**src/core/prt_pkg.sv**
```systemverilog
// Constants for the prescaled reload timer: register indices, fields, resets, codes.
// Assumes an APB master with 32-bit data; each register index maps to byte address 4*index.
package prt_pkg;
  localparam int ADDR_W = 12;
  localparam int CNT_W = 8;

  // Register indices; byte address is four times the index
  localparam logic [7:0] IDX_MODE = 8'h8b;
  localparam logic [7:0] IDX_PRE = 8'h8c;
  localparam logic [7:0] IDX_TMR = 8'h8d;
  localparam logic [7:0] IDX_SRC = 8'h8e;
  localparam logic [7:0] IDX_STAT = 8'h90;
  localparam logic [7:0] IDX_MASK = 8'h91;

  // Reset values
  localparam logic [7:0] RST_PRE = 8'hff;
  localparam logic [7:0] RST_TMR = 8'hff;
  localparam logic [7:0] RST_SRC = 8'h00;
  localparam logic [7:0] RST_MODE = 8'h00;
  localparam logic [2:0] RST_ST = 3'h0;

  // Mode control fields
  localparam int MODE_LSB = 0;
  localparam int EDGE_BIT = 2;
  localparam int RUN_BIT = 3;
  localparam int PER_BIT = 7;

  // Source select fields
  localparam int SRC_LSB = 0;
  localparam int SIB_LSB = 4;

  // Operating modes
  localparam logic [1:0] MODE_TIMER = 2'h0;
  localparam logic [1:0] MODE_PULSE = 2'h1;
  localparam logic [1:0] MODE_EVENT = 2'h2;
  localparam logic [1:0] MODE_WIDTH = 2'h3;

  // Count source codes
  localparam logic [1:0] SRC_F1 = 2'h0;
  localparam logic [1:0] SRC_F8 = 2'h1;
  localparam logic [1:0] SRC_RING = 2'h2;
  localparam logic [1:0] SRC_F2 = 2'h3;

  // Status and mask bits
  localparam int ST_W = 3;
  localparam int ST_UF = 0;
  localparam int ST_EXT = 1;
  localparam int ST_MEAS = 2;

  localparam logic [2:0] DIV8_LAST = 3'h7;
  localparam logic [7:0] CNT_ZERO = 8'h00;
endpackage : prt_pkg

```
**src/core/prt_timer.sv**
```systemverilog
// Prescaled reload timer: 8-bit prescaler feeding an 8-bit down counter, APB slave.
// Assumes MCLK at 20 MHz, synchronous SYS_RST, ring clock and timer pin asynchronous.
//
// Behaviour
// - Timer is an 8-bit down counter fed through an 8-bit prescaler.
// - Prescaler and timer each have their own reload register and counter.
// - Each stage's reload and counter share one register address.
// - Counting and underflow reloads happen on source ticks, or on active pin edges in event mode.
// - Two-bit source field: 00 undivided, 01 div8, 10 ring clock, 11 div2.
// - Timer underflow is offered to the sibling timer when its field is 10.
// - Plain timer mode counts the internal source; pin edges only raise the external request.
// - Pulse output mode inverts the pin level on every timer underflow.
// - Event counter mode decrements on active edges at the pin.
// - Width mode counts the internal source while the input pulse is active.
// - Period mode counts the internal source between successive active edges.
// - Changing edge polarity may raise a spurious external request; tolerated.
// - Unit runs independently of other timers except optional underflow chaining.
// - On underflow the counter reloads from its reload register and continues.
// - Every timer underflow sets the underflow status bit; the interrupt request rises only when its mask bit is set.
// - A write while halted loads both reload register and counter.
// - Underflow period is (prescaler+1)*(timer+1) source ticks.
`timescale 1ns/1ns
module prt_timer (
  // Clock and reset
  input wire logic MCLK,
  input wire logic SYS_RST,
  // APB slave
  input wire logic PSEL,
  input wire logic PENABLE,
  input wire logic PWRITE,
  input wire logic [prt_pkg::ADDR_W-1:0] PADDR,
  input wire logic [31:0] PWDATA,
  output logic [31:0] PRDATA,
  output logic PREADY,
  output logic PSLVERR,
  // Low-speed ring clock, asynchronous
  input wire logic RING_CLK,
  // Timer pin, two-way
  input wire logic TIO_IN,
  output logic TIO_OUT,
  output logic TIO_OE,
  // Events
  output logic IRQ,
  output logic EXT_IRQ1,
  output logic UNDERFLOW,
  // Sibling timer source
  output logic SIB_SRC_TICK,
  output logic [1:0] SIB_SRC_SEL
);

  function automatic logic is_reg(input logic [prt_pkg::ADDR_W-1:0] a, input logic [7:0] idx);
    is_reg = (a == {2'h0, idx, 2'h0});
  endfunction : is_reg

  // Bus-side state
  logic [7:0] mode_reg;
  logic [7:0] src_reg;
  logic [prt_pkg::ST_W-1:0] mask;
  logic pready;
  logic pslverr;
  logic [31:0] prdata;
  logic [7:0] next_mode_reg;
  logic [7:0] next_src_reg;
  logic [prt_pkg::ST_W-1:0] next_mask;
  logic next_pready;
  logic next_pslverr;
  logic [31:0] next_prdata;

  // Core state
  logic [7:0] pre_rl;
  logic [7:0] pre_cnt;
  logic [7:0] tmr_rl;
  logic [7:0] tmr_cnt;
  logic [7:0] cap;
  logic [prt_pkg::ST_W-1:0] status;
  logic [2:0] div;
  logic tio_s1;
  logic tio_s2;
  logic act_d;
  logic ring_s1;
  logic ring_s2;
  logic ring_d;
  logic tio_out;
  logic tio_oe;
  logic irq;
  logic ext_irq;
  logic uf_out;
  logic sib_tick;
  logic [7:0] next_pre_rl;
  logic [7:0] next_pre_cnt;
  logic [7:0] next_tmr_rl;
  logic [7:0] next_tmr_cnt;
  logic [7:0] next_cap;
  logic [prt_pkg::ST_W-1:0] next_status;
  logic [2:0] next_div;
  logic next_act_d;
  logic next_tio_out;
  logic next_tio_oe;
  logic next_irq;
  logic next_ext_irq;
  logic next_uf_out;
  logic next_sib_tick;

  // Shared decode
  logic xfer;
  logic wr;
  logic hit;
  logic run;
  logic [1:0] mode;
  logic period;
  logic act;

  assign xfer = PSEL & PENABLE & pready;
  assign wr = xfer & PWRITE;
  assign hit = is_reg(PADDR, prt_pkg::IDX_MODE) | is_reg(PADDR, prt_pkg::IDX_PRE) |
               is_reg(PADDR, prt_pkg::IDX_TMR) | is_reg(PADDR, prt_pkg::IDX_SRC) |
               is_reg(PADDR, prt_pkg::IDX_STAT) | is_reg(PADDR, prt_pkg::IDX_MASK);
  assign run = mode_reg[prt_pkg::RUN_BIT];
  assign mode = mode_reg[prt_pkg::MODE_LSB +: 2];
  assign period = mode_reg[prt_pkg::PER_BIT] & (mode == prt_pkg::MODE_TIMER);
  // Polarity bit folds into the level, so a polarity change looks like an edge
  assign act = tio_s2 ^ mode_reg[prt_pkg::EDGE_BIT];

  // Bus: one wait state, registered answer
  always_comb begin
    next_mode_reg = mode_reg;
    next_src_reg = src_reg;
    next_mask = mask;
    next_pready = PSEL & PENABLE & ~pready;
    next_pslverr = PSEL & PENABLE & ~pready & ~hit;
    next_prdata = 32'h0;
    if (PSEL & PENABLE & ~pready & ~PWRITE) begin
      if (is_reg(PADDR, prt_pkg::IDX_MODE)) begin
        next_prdata = {24'h0, mode_reg};
      end
      if (is_reg(PADDR, prt_pkg::IDX_PRE)) begin
        next_prdata = {24'h0, pre_cnt};
      end
      if (is_reg(PADDR, prt_pkg::IDX_TMR)) begin
        next_prdata = {24'h0, (period | mode == prt_pkg::MODE_WIDTH) ? cap : tmr_cnt};
      end
      if (is_reg(PADDR, prt_pkg::IDX_SRC)) begin
        next_prdata = {24'h0, src_reg};
      end
      if (is_reg(PADDR, prt_pkg::IDX_STAT)) begin
        next_prdata = {29'h0, status};
      end
      if (is_reg(PADDR, prt_pkg::IDX_MASK)) begin
        next_prdata = {29'h0, mask};
      end
    end
    if (wr & is_reg(PADDR, prt_pkg::IDX_MODE)) begin
      next_mode_reg = PWDATA[7:0];
    end
    if (wr & is_reg(PADDR, prt_pkg::IDX_SRC)) begin
      next_src_reg = PWDATA[7:0];
    end
    if (wr & is_reg(PADDR, prt_pkg::IDX_MASK)) begin
      next_mask = PWDATA[prt_pkg::ST_W-1:0];
    end
  end

  always_ff @(posedge MCLK) begin
    if (SYS_RST) begin
      mode_reg <= prt_pkg::RST_MODE;
      src_reg <= prt_pkg::RST_SRC;
      mask <= prt_pkg::RST_ST;
      pready <= 1'b0;
      pslverr <= 1'b0;
      prdata <= 32'h0;
    end else begin
      mode_reg <= next_mode_reg;
      src_reg <= next_src_reg;
      mask <= next_mask;
      pready <= next_pready;
      pslverr <= next_pslverr;
      prdata <= next_prdata;
    end
  end

  // Core: counters, pin, events
  always_comb begin
    logic sel_tick;
    logic ring_tick;
    logic t_f2;
    logic t_f8;
    logic cnt_tick;
    logic meas;
    logic uf;
    logic act_rise;
    logic act_fall;
    logic [prt_pkg::ST_W-1:0] set;
    logic [prt_pkg::ST_W-1:0] clr;
    sel_tick = 1'b0;
    cnt_tick = 1'b0;
    meas = 1'b0;
    uf = 1'b0;
    set = prt_pkg::RST_ST;
    clr = prt_pkg::RST_ST;
    next_pre_rl = pre_rl;
    next_pre_cnt = pre_cnt;
    next_tmr_rl = tmr_rl;
    next_tmr_cnt = tmr_cnt;
    next_cap = cap;
    next_tio_out = tio_out;
    next_div = div + 3'h1;
    next_act_d = act;
    t_f2 = div[0];
    t_f8 = (div == prt_pkg::DIV8_LAST);
    ring_tick = ring_s2 & ~ring_d;
    act_rise = act & ~act_d;
    act_fall = ~act & act_d;
    case (src_reg[prt_pkg::SRC_LSB +: 2])
      prt_pkg::SRC_F1: sel_tick = 1'b1;
      prt_pkg::SRC_F8: sel_tick = t_f8;
      prt_pkg::SRC_RING: sel_tick = ring_tick;
      prt_pkg::SRC_F2: sel_tick = t_f2;
      default: sel_tick = 1'b0;
    endcase
    case (mode)
      prt_pkg::MODE_TIMER: begin
        cnt_tick = run & sel_tick;
        meas = run & period & act_rise;
      end
      prt_pkg::MODE_PULSE: cnt_tick = run & sel_tick;
      prt_pkg::MODE_EVENT: cnt_tick = run & act_rise;
      prt_pkg::MODE_WIDTH: begin
        cnt_tick = run & sel_tick & act;
        meas = run & act_fall;
      end
      default: cnt_tick = 1'b0;
    endcase
    // Only the counting below waits for cnt_tick; capture, bus writes and status do not
    if (cnt_tick) begin
      if (pre_cnt == prt_pkg::CNT_ZERO) begin
        next_pre_cnt = pre_rl;
        if (tmr_cnt == prt_pkg::CNT_ZERO) begin
          next_tmr_cnt = tmr_rl;
          uf = 1'b1;
        end else begin
          next_tmr_cnt = tmr_cnt - 8'h01;
        end
      end else begin
        next_pre_cnt = pre_cnt - 8'h01;
      end
    end
    // Measurement restarts from the reload values after capture
    if (meas) begin
      next_cap = tmr_cnt;
      next_pre_cnt = pre_rl;
      next_tmr_cnt = tmr_rl;
    end
    // While running a write only reaches the reload register
    if (wr & is_reg(PADDR, prt_pkg::IDX_PRE)) begin
      next_pre_rl = PWDATA[7:0];
      if (~run) begin
        next_pre_cnt = PWDATA[7:0];
      end
    end
    if (wr & is_reg(PADDR, prt_pkg::IDX_TMR)) begin
      next_tmr_rl = PWDATA[7:0];
      if (~run) begin
        next_tmr_cnt = PWDATA[7:0];
      end
    end
    next_tio_oe = (mode == prt_pkg::MODE_PULSE);
    if (uf & (mode == prt_pkg::MODE_PULSE)) begin
      next_tio_out = ~tio_out;
    end
    set[prt_pkg::ST_UF] = uf;
    set[prt_pkg::ST_EXT] = act_rise;
    set[prt_pkg::ST_MEAS] = meas;
    if (wr & is_reg(PADDR, prt_pkg::IDX_STAT)) begin
      clr = PWDATA[prt_pkg::ST_W-1:0];
    end
    // Set beats a simultaneous clear
    next_status = (status & ~clr) | set;
    next_irq = |(next_status & mask);
    next_ext_irq = act_rise;
    next_uf_out = uf;
    case (src_reg[prt_pkg::SIB_LSB +: 2])
      prt_pkg::SRC_F1: next_sib_tick = 1'b1;
      prt_pkg::SRC_F8: next_sib_tick = t_f8;
      prt_pkg::SRC_RING: next_sib_tick = uf;
      prt_pkg::SRC_F2: next_sib_tick = t_f2;
      default: next_sib_tick = 1'b0;
    endcase
  end

  always_ff @(posedge MCLK) begin
    if (SYS_RST) begin
      pre_rl <= prt_pkg::RST_PRE;
      pre_cnt <= prt_pkg::RST_PRE;
      tmr_rl <= prt_pkg::RST_TMR;
      tmr_cnt <= prt_pkg::RST_TMR;
      cap <= prt_pkg::CNT_ZERO;
      status <= prt_pkg::RST_ST;
      div <= 3'h0;
      tio_s1 <= 1'b0;
      tio_s2 <= 1'b0;
      act_d <= 1'b0;
      ring_s1 <= 1'b0;
      ring_s2 <= 1'b0;
      ring_d <= 1'b0;
      tio_out <= 1'b0;
      tio_oe <= 1'b0;
      irq <= 1'b0;
      ext_irq <= 1'b0;
      uf_out <= 1'b0;
      sib_tick <= 1'b0;
    end else begin
      pre_rl <= next_pre_rl;
      pre_cnt <= next_pre_cnt;
      tmr_rl <= next_tmr_rl;
      tmr_cnt <= next_tmr_cnt;
      cap <= next_cap;
      status <= next_status;
      div <= next_div;
      tio_s1 <= TIO_IN;
      tio_s2 <= tio_s1;
      act_d <= next_act_d;
      ring_s1 <= RING_CLK;
      ring_s2 <= ring_s1;
      ring_d <= ring_s2;
      tio_out <= next_tio_out;
      tio_oe <= next_tio_oe;
      irq <= next_irq;
      ext_irq <= next_ext_irq;
      uf_out <= next_uf_out;
      sib_tick <= next_sib_tick;
    end
  end

  assign PRDATA = prdata;
  assign PREADY = pready;
  assign PSLVERR = pslverr;
  assign TIO_OUT = tio_out;
  assign TIO_OE = tio_oe;
  assign IRQ = irq;
  assign EXT_IRQ1 = ext_irq;
  assign UNDERFLOW = uf_out;
  assign SIB_SRC_TICK = sib_tick;
  assign SIB_SRC_SEL = src_reg[prt_pkg::SIB_LSB +: 2];

endmodule : prt_timer

```
**config.mk**
```make
export PLATFORM = sky130hd
export DESIGN_NAME = prt_timer
export DESIGN_NICKNAME = d
export VERILOG_FILES = /design/src/core/prt_pkg.sv /design/src/core/prt_timer.sv
export SDC_FILE = /design/constraint.sdc
export NUM_CORES = 1
export LEC_CHECK = 0
export ABC_AREA = 1
export BUFFER_PORTS_ARGS = -buffer_cell sky130_fd_sc_hd__buf_2
export CAP_MARGIN = 10
export CORE_ASPECT_RATIO = 1.5
export CORE_MARGIN = 2
export CORE_UTILIZATION = 40
export DETAILED_ROUTE_END_ITERATION = 8
export HOLD_SLACK_MARGIN = 0.06
export PLACE_DENSITY_LB_ADDON = 0.3
export SLEW_MARGIN = 20
export SYNTH_ARGS = -nofsm -noshare
export SYNTH_HDL_FRONTEND = slang
export SYNTH_SLANG_ARGS = --single-unit
```
**constraint.sdc**
```tcl
create_clock -name MCLK -period 1.55 [get_ports MCLK]
set_input_delay 0.155 -clock MCLK [delete_from_list [all_inputs] [get_ports MCLK]]
set_output_delay 0.155 -clock MCLK [all_outputs]
set_load 0.005 [all_outputs]
```
==> results.md, run 1 <==
Timing:
- The maximum clock skew at final layout is 6.72 ps.
- After layout, the minimum clock period comes to 1720 ps.
- The count of final max-slew check failures is 0.
- Once routing completed, OpenROAD measured the worst setup slack at -170 ps.
- The tightest hold path in the finished design has a slack of 153 ps.
- Setup repair after global routing could not meet its margin everywhere.
- The final worst-path cycle share is 1.11.
- After routing, the total negative slack on setup checks comes to -2910 ps.
- Based on the critical path, the design can be clocked at up to 0.581 GHz.
- The final count of negative-setup-slack endpoints is 29.
- The number of failing hold endpoints at the final stage is 0.

Synth:
- Yosys mapped a number of flops with a built-in enable equal to 0.
- In this run, distinct cell masters in the synthesized netlist total 32.
- The cell area after synthesis is 4630 µm².
- In this run, synthesis produced a sequential element count of 87.
- The number of cells produced by synthesis is 687.
- Summed over all instances, the cell type with the most area after synthesis is sky130_fd_sc_hd__dfxtp_1.
- The post-synthesis async set-or-reset flop share is 0.
- The total number of yosys warnings is 0.
- The commonest register cell after synthesis is sky130_fd_sc_hd__dfxtp_1.
- Ranked by total cell area, the synthesized netlist is headed by sky130_fd_sc_hd__dfxtp_1 38%, sky130_fd_sc_hd__nand2_1 14%, sky130_fd_sc_hd__inv_1 7.4%.
- The mean instance size in the synthesized netlist is 6.73 µm².
- The share of synthesized area in the top cell type comes to 0.377.
- The share of the Yosys chip area taken by registers is 0.377.

Critical path:
- The startpoint of the worst register-to-register path is mode_reg[1]$_SDFFE_PP0P_.
- The required time at the endpoint of the critical path is 1790 ps.
- The worst register-to-register path has a setup slack of -170 ps.
- The most critical setup path has its endpoint at tmr_cnt[6]$_SDFF_PP1_.
- The sort of element at the end of the critical path is a flip-flop.
- The worst reg-to-reg path cell count is 13.
- STA puts the critical path data arrival time at 1960 ps.
- The launching instance or port of the critical path is mode_reg[1]$_SDFFE_PP0P_.
- In this run the critical register-to-register path is captured at tmr_cnt[6]$_SDFF_PP1_.
- Of all nets on the critical path, the largest fanout is 6.
- The worst setup path is of the reg -> reg kind.
- The critical path startpoint category is a flip-flop.

Power and ir drop:
- Summed over all cells, the static leakage comes to 3.23 nW.
- Dividing total power by cell area gives a power density of 789 nW/µm².
- The worst-case IR drop observed on VDD is 590 µV.

Detailed routing:
- For this run, design rule violations remaining after detail routing come to 0.
- In this run, the number of DRC markers left after iteration 0 of detailed routing was 326.
- The sum of routed wire length over all layers is 14700 µm.
- The iteration count of the initial detailed-routing pass is 6.
- Using the TritonRoute via totals, the vias-per-cell ratio works out to 5.06.
- The average wire length per cell after detail routing is 14.9 µm.
- The count of nets left with antenna violations once routing finished came out at 0.
- The total via count in the routed design is 4988.

Layout:
- The count of antenna diodes in the layout is 0.
- At the end of the flow, the number of nets in the layout was 891.
- Leaving out fill and tap cells, the most frequent cells in the layout are 156 x sky130_fd_sc_hd__nand2_1, 96 x sky130_fd_sc_hd__buf_4, 86 x sky130_fd_sc_hd__inv_1.
- The share of layout cells above drive strength 1 is 0.293.
- The count of cells in the finished layout, fillers not included, comes to 985.
- Compared with the post-synthesis result, the final layout area differs by 40.3%.
- Leaving out fill and tap cells, the most frequent cell in the layout is sky130_fd_sc_hd__nand2_1.
- Once layout is complete, the utilization of the core stands at 0.569.

Floorplanning:
- The die width is 91.8 µm.
- The core area is 11400 µm².
- Row generation in the floorplan step produced 48 rows.
- The initial cell density of the core is 0.405.
- The floorplan step defined a die boundary enclosing 12500 µm².
- The floorplan step set the die height to 136 µm.
- The top-level port count is 93.

Status:
- The run finished, with violations left.
- The checks that failed: setup timing.

Min path:
- The min-delay analysis places its worst path in the category in -> reg.

Global route:
- The first-pass GRT wire length is 22400 µm.
- The remaining global-route overflow is 0.
- The via count of the first global-routing pass is 4591.
- Across every metal layer, demand over resource in global routing totals 0.230.
- Entering global routing, the biggest net connects 47 pins.
- The initial antenna violation count was 0.

Clock tree:
- The clock tree synthesis step divided the H-tree into 3 levels.
- The buffer depth of the longest clock path is 2.
- TritonCTS built the clock tree.
- After clock tree synthesis, the clock-pin slew on the worst setup and hold paths is 60 ps.
- The number of buffers added by the clock tree synthesis step is 9.
- The clock reaches the later pin of the worst-skew pair after 340 ps.
- CTS placed an instance of sky130_fd_sc_hd__clkbuf_16 at the clock tree root.
- The total clock sinks is 87.

Place:
- The pre-CTS setup slack is -268 ps.
- At the end of routability-driven placement, the weighted congestion stood at 0.948.
- The number of placed cells counting well taps is 957.
- Port buffering added 44 buffers.
- The half-perimeter wire length of the detailed placement result is 10600 µm.

Flow run:
- Across the run, the number of max-cap violations was 0.
-- through the flow --
step	area [µm²]	power [mW]
after floorplan	4750	2.46
after global placement	5640	2.53
after global routing	6490	5.27
after detailed placement	5640	2.54
final	6490	5.12
after CTS	6250	5.16
-- metal layers --
metal	global-route usage	part of all wire	wire [µm]	up-vias
met5	0	0	0	-
met4	0.118	0.036	531	0
met3	0.0339	0.051	744	37
met2	0.410	0.51	7500	169
met1	0.265	0.40	5890	2320
li1	-	-	-	2462
-- Yosys cell counts (2+ instances only) --
cell / number
sky130_fd_sc_hd__nand4_1: 8
sky130_fd_sc_hd__nand3b_1: 4
sky130_fd_sc_hd__inv_1: 91
sky130_fd_sc_hd__ha_1: 10
sky130_fd_sc_hd__o21ai_0: 54
sky130_fd_sc_hd__nor2_2: 4
sky130_fd_sc_hd__clkbuf_1: 11
sky130_fd_sc_hd__buf_2: 6
sky130_fd_sc_hd__nor3_1: 6
sky130_fd_sc_hd__nor2_1: 46
sky130_fd_sc_hd__a21oi_1: 47
sky130_fd_sc_hd__o211ai_1: 14
sky130_fd_sc_hd__nand2_1: 169
sky130_fd_sc_hd__a31oi_1: 15
sky130_fd_sc_hd__inv_2: 6
sky130_fd_sc_hd__nand3_1: 58
sky130_fd_sc_hd__dfxtp_1: 87
sky130_fd_sc_hd__buf_4: 30
sky130_fd_sc_hd__xor2_1: 3
sky130_fd_sc_hd__o22ai_1: 2
sky130_fd_sc_hd__nand2_2: 5
-- cell type report --
class / count / area (µm²)
fill: 1063 / 4920
multi-input combinational: 479 / 2620
sequential: 87 / 1760
timing repair buffer: 156 / 1190
inverter: 97 / 379
clock buffer: 10 / 229
tap: 150 / 188
clock inverter: 6 / 133
-- how the worst min path moves through the flow --
stage	startpoint	to	slack, ps	cells past startpoint
2_1_floorplan	RING_CLK	ring_s1$_SDFF_PP0_	260	2
3_3_place_gp	RING_CLK	ring_s1$_SDFF_PP0_	350	3
3_5_place_dp	RING_CLK	ring_s1$_SDFF_PP0_	360	3
4_1_cts	PWRITE	PRDATA[2]$_SDFF_PP0_	100	4
5_1_grt	PWDATA[6]	mode_reg[6]$_SDFFE_PP0P_	160	3
6_report	PWDATA[6]	mode_reg[6]$_SDFFE_PP0P_	150	3
-- worst max-delay path, cell delays in order, from the launching register on --
cell                      delay [ps]
sky130_fd_sc_hd__dfxtp_4         390
sky130_fd_sc_hd__ha_4            160
sky130_fd_sc_hd__inv_4            40
sky130_fd_sc_hd__nand2_2          60
sky130_fd_sc_hd__nand2_2          60
sky130_fd_sc_hd__nor2_4          110
sky130_fd_sc_hd__nand3_4         120
sky130_fd_sc_hd__buf_6           150
sky130_fd_sc_hd__a21oi_4         200
sky130_fd_sc_hd__nand2_1          70
sky130_fd_sc_hd__o21ai_1          80
sky130_fd_sc_hd__nand2_1          70
sky130_fd_sc_hd__nand2_1          50
sky130_fd_sc_hd__nand2_1          40
-- kinds of logic after synthesis --
kind of cell               synth area share
and+or+nand+nor                       0.287
buffers and inverters                 0.145
AOI/OAI and AO/OA                     0.158
DFF                                   0.377
adders and majority gates            0.0270
xor gates and xnor gates            0.00568
other                              0.000811
-- power by group --
part           switching (mW)  internal (mW)
clock network           0.891           1.74
registers             0.00801           2.25
logic                   0.152         0.0850
-- timing repair --
| action | 4_1_cts | 5_1_grt |
|---|---|---|
| endpoints found under the setup margin | 40 | 54 |
| gates cloned | 1 | 2 |
| buffers inserted | 4 | 5 |
| gates resized for setup | 52 | 53 |
| pin swaps | 22 | 28 |
| hold buffers | 2 | 0 |
| hold endpoints to repair | 2 | 0 |
Power figures use the tool's default switching activity.
==> run 2, diff against run 1 <==
ABC_AREA = 0   (was 1)
==> run 2 against run 1 <==
Effect of this change:
- the run still ends with setup timing left
- cell count decreased by 14%
- flip-flop and latch count unchanged
- clock power decreased by 17%
- final area increased by 7.1%
- sequential power about the same
- setup slack got worse by 290 ps
- critical path type unchanged
- largest cell class unchanged
- highest routed layer unchanged
==> results.md, run 2 <==
Timing:
- The sum of negative setup slack came to -15690 ps (-12770 ps).
- The maximum clock frequency is 0.498 GHz (-14%).
- The worst slew margin relative to its limit is 0.633.
- The final worst-path cycle share is 1.30 (+0.187).
- The number of failing hold endpoints at the final stage is 0 (unchanged).
- The clock period minus worst slack is 2010 ps (+290 ps).
- Setup repair after global routing could not meet its margin everywhere.
- The maximum clock skew at final layout is 9.24 ps (+2.52 ps).
- The count of final max-slew check failures is 0 (unchanged).
- The final worst setup slack is -460 ps (-290 ps).
- The final count of negative-setup-slack endpoints is 65 (+120%).
- For the pin with the worst max-slew slack, the measured transition is 546 ps.
- The worst hold-check slack was 141 ps (-12.4 ps).

Layout:
- The post-layout utilization of the core is 0.632 (+0.0634).
- The total number of nets in the final design is 760 (-15%).
- The most common cell after layout, fill and taps aside is sky130_fd_sc_hd__buf_4.
- The share of layout cells above drive strength 1 is 0.462 (+0.168).
- The area growth from synthesis to layout is 55.3%.
- The count of antenna diodes in the layout came to 0 (unchanged).
- In the layout the commonest cells are 107 x sky130_fd_sc_hd__buf_4, 80 x sky130_fd_sc_hd__dfxtp_1, 52 x sky130_fd_sc_hd__nand2_1.

Floorplanning:
- The die width is 90.4 µm (-1.6%).
- The initial cell density of the core is 0.407 (+0.00161).
- The die span in y was 134 µm (-1.6%).
- The top-level port count is 93 (unchanged).
- The number of cell rows is 47 (-2.1%).
- The core area is 11000 µm² (-3.6%).
- The die area is 12100 µm² (-3.1%).

Synth:
- The biggest area consumer among synthesized cells is sky130_fd_sc_hd__dfxtp_1.
- The mean instance size in the synthesized netlist is 8.35 µm² (+24%).
- The number of distinct standard cells referenced by the synthesized netlist came to 64 (+100%).
- The share of synthesized area occupied by flip-flops and latches is 0.389 (+0.0126).
- The most common cell in the synthesized netlist is sky130_fd_sc_hd__dfxtp_1.
- By area the synthesized netlist is led by sky130_fd_sc_hd__dfxtp_1 39%, sky130_fd_sc_hd__mux2i_1 6.9%, sky130_fd_sc_hd__a21oi_1 5.5%.
- The number of enable-type register cells in the synthesized netlist came to 0 (unchanged).
- The XOR/XNOR share of the synthesized area is 0.00587 (+0.000191).
- The area fraction in compound gates after synthesis is 0.165 (+0.00726).
- The total number of yosys warnings is 0 (unchanged).
- The share of cell area taken by muxes after synthesis was 0.0945 (+0.0945).
- After synthesis, the largest family of logic cells by area is simple AND/OR/NAND/NOR gates.
- The number of synthesized register bits is 87 (unchanged).
- The post-synthesis async set-or-reset flop share came to 0 (unchanged).
- The simple-gate share of the synthesized area is 0.238 (-0.0483).
- The adder-cell area share of the yosys netlist was 0.0280 (+0.000907).
- The commonest register cell after synthesis is sky130_fd_sc_hd__dfxtp_1.
- The number of cells produced by synthesis is 536 (-22%).
- The cell area after synthesis is 4480 µm² (-3.2%).
- The proportion of netlist area held by the largest area contributor was 0.389 (+0.0126).
- In the synthesized netlist, the cells that appear most often are 87 x sky130_fd_sc_hd__dfxtp_1, 65 x sky130_fd_sc_hd__nand2_1, 55 x sky130_fd_sc_hd__nor2_1.

Power and ir drop:
- The power after layout is 4.75 mW (-7.2%).
- The internal power consumption is 3.63 mW (-11%).
- The total power density per cell area was 684 nW/µm² (-13%).
- The switching portion of total power was 0.236 (+0.0306).
- The switching power is 1.12 mW (+6.6%).
- The relative contribution of the clock network to total power was 0.458 (-0.055).
- The sequential power share is 0.476 (+0.035).
- The leakage power came to 3.04 nW (-5.8%).
- The share of total power in combinational logic is 0.066 (+0.020).
- The largest vdd supply drop is 688 µV (+17%).

Clock tree:
- The total clock sinks is 87 (unchanged).
- The clock latency on the worst-skew pair is 350 ps (about the same).
- The number of buffers added by the clock tree synthesis step is 9 (unchanged).
- The clock tree from TritonCTS is yes.
- The buffer depth of the longest clock path was 2 (unchanged).
- The register clock-pin slew on the reported worst setup and hold paths came to 70 ps (about the same).
- The number of H-tree levels was 3 (unchanged).
- The buffer type at the clock tree root is sky130_fd_sc_hd__clkbuf_16.

Detailed routing:
- The total via count in the routed design was 4641 (-7.0%).
- The iteration count of the initial detailed-routing pass came to 5 (-1).
- The average wire length per cell after detail routing is 18.0 µm (+21%).
- The violation count after the first detailed-route iteration was 283 (-13%).
- The routed via count divided by cell count came to 5.45 (+7.7%).
- The post-route DRC violation count is 0 (unchanged).
- The sum of routed wire length over all layers came to 15300 µm (+4.2%).
- The post-route antenna net violation count is 0 (unchanged).

Global route:
- The via count of the first global-routing pass is 4811 (+4.8%).
- The all-layer global routing usage is 0.252 (+0.0217).
- The first-pass GRT wire length is 23700 µm (+5.9%).
- The pin count of the biggest net entering global routing is 35 (-26%).
- The initial antenna violation count came to 0 (unchanged).
- The remaining global-route overflow was 0 (unchanged).

Min path:
- The worst min-delay path category is in -> reg.

Critical path:
- The delay of the slowest cell on the worst path came to 370 ps (-20 ps).
- The critical path startpoint category is a flip-flop.
- The arrival time of the worst setup path is 2290 ps (+330 ps).
- The worst-path maximum fanout is 5 (-1).
- Traced cell by cell, the critical path runs through inv_4 > buf_6 > ha_4 > nand3b_1 > mux2_4 > nor2_4 > clkbuf_16 > a311oi_2 > a311o_1 > o21ai_1.
- STA classifies the critical path endpoint as a flip-flop.
- The required time at the endpoint of the critical path is 1830 ps (+40 ps).
- The slowest stage of the critical path belongs to the cell sky130_fd_sc_hd__dfxtp_4.
- The worst setup path is of the reg -> reg kind.

Place:
- The number of I/O port buffers came to 44 (unchanged).
- The pre-CTS setup slack is -628 ps (-361 ps).
- The half-perimeter wire length of the detailed placement result is 10800 µm (+1.4%).
- The placer congestion estimate is 0.898 (-5.3%).

Status:
- The run finished, with violations left.
- The checks that failed: setup timing.

Flow run:
- The max-cap check violation count is 0 (unchanged).
[run 2: changes by cell type after synthesis, moves of 10 or more]
cell / previous run / this run
sky130_fd_sc_hd__a31oi_1: 15 / 4
sky130_fd_sc_hd__nand3_1: 58 / 20
sky130_fd_sc_hd__nor2b_1: 0 / 11
sky130_fd_sc_hd__o211ai_1: 14 / 0
sky130_fd_sc_hd__mux2_2: 0 / 10
sky130_fd_sc_hd__inv_1: 91 / 11
sky130_fd_sc_hd__mux2i_1: 0 / 31
sky130_fd_sc_hd__nand2_1: 169 / 65
sky130_fd_sc_hd__o21ai_0: 54 / 25
[run 2: final timing paths]
path	from	end	slack (ps)	cells after the start
worst max register to register	mode_reg[0]$_SDFFE_PP0P_	tmr_cnt[4]$_SDFF_PP1_	-460	10
worst min register to register	tio_s1$_SDFF_PP0_	tio_s2$_SDFF_PP0_	440	1
worst max-delay path	mode_reg[0]$_SDFFE_PP0P_	tmr_cnt[4]$_SDFF_PP1_	-460	10
worst min-delay path	PWDATA[6]	pre_rl[6]$_SDFFE_PP1P_	140	3
[run 2: cell families (layout without fill, tap and decap cells)]
family | count (synthesis) | after routing
AND/OR/NAND/NOR | 213 | 213
AO/OA/AOI/OAI | 118 | 118
flip-flops | 87 | 87
buffers and inverters | 63 | 208
multiplexers | 41 | 41
adder cells (fa/ha/maj) | 10 | 10
XOR/XNOR | 3 | 3
other | 1 | 24
[run 2: power groups by stage]
stage | registers (mW) | logic [mW] | clock network (mW)
floorplan | 2.31 | 0.175 | 0
global placement | 2.31 | 0.273 | 0
detailed placement | 2.31 | 0.278 | 0
CTS | 2.26 | 0.299 | 2.20
global route | 2.26 | 0.336 | 2.30
finish | 2.26 | 0.315 | 2.18
[run 2: critical path: cells and delay by family, from the launching register on]
family | cells | cell delay (ps)
and+or+nand+nor | 2 | 280
buffers and inverters | 3 | 380
muxes | 1 | 300
adders and majority gates | 1 | 130
AOI/OAI and AO/OA | 3 | 490
DFF | 1 | 370
[run 2: repair_timing]
item | in CTS | in global routing
buffers inserted | 17 | 7
cloned | 1 | 1
endpoints found under the setup margin | 73 | 73
pin swaps | 35 | 49
endpoints found under the hold margin | 2 | 0
gates resized for setup | 105 | 69
hold buffers | 2 | 0
[run 2: cell type report]
cell class | instances | area [µm²]
fill | 869 | 4050
multi-input combinational | 409 | 3220
sequential | 87 | 1760
timing repair buffer | 181 | 1440
clock buffer | 10 | 229
tap | 147 | 184
clock inverter | 6 | 67.6
inverter | 11 | 46.3
[run 2: per-stage QoR]
step	cells	instance area (µm²)
2_1_floorplan	559	4780
3_3_place_gp	813	5730
3_5_place_dp	813	5730
4_1_cts	847	6600
5_1_grt	851	6950
6_report	851	6950
[run 2: per-layer routing]
layer	wire [µm]	GRT usage
met1	5230	0.242
met2	8310	0.478
met3	812	0.0475
met4	940	0.173
met5	0	0
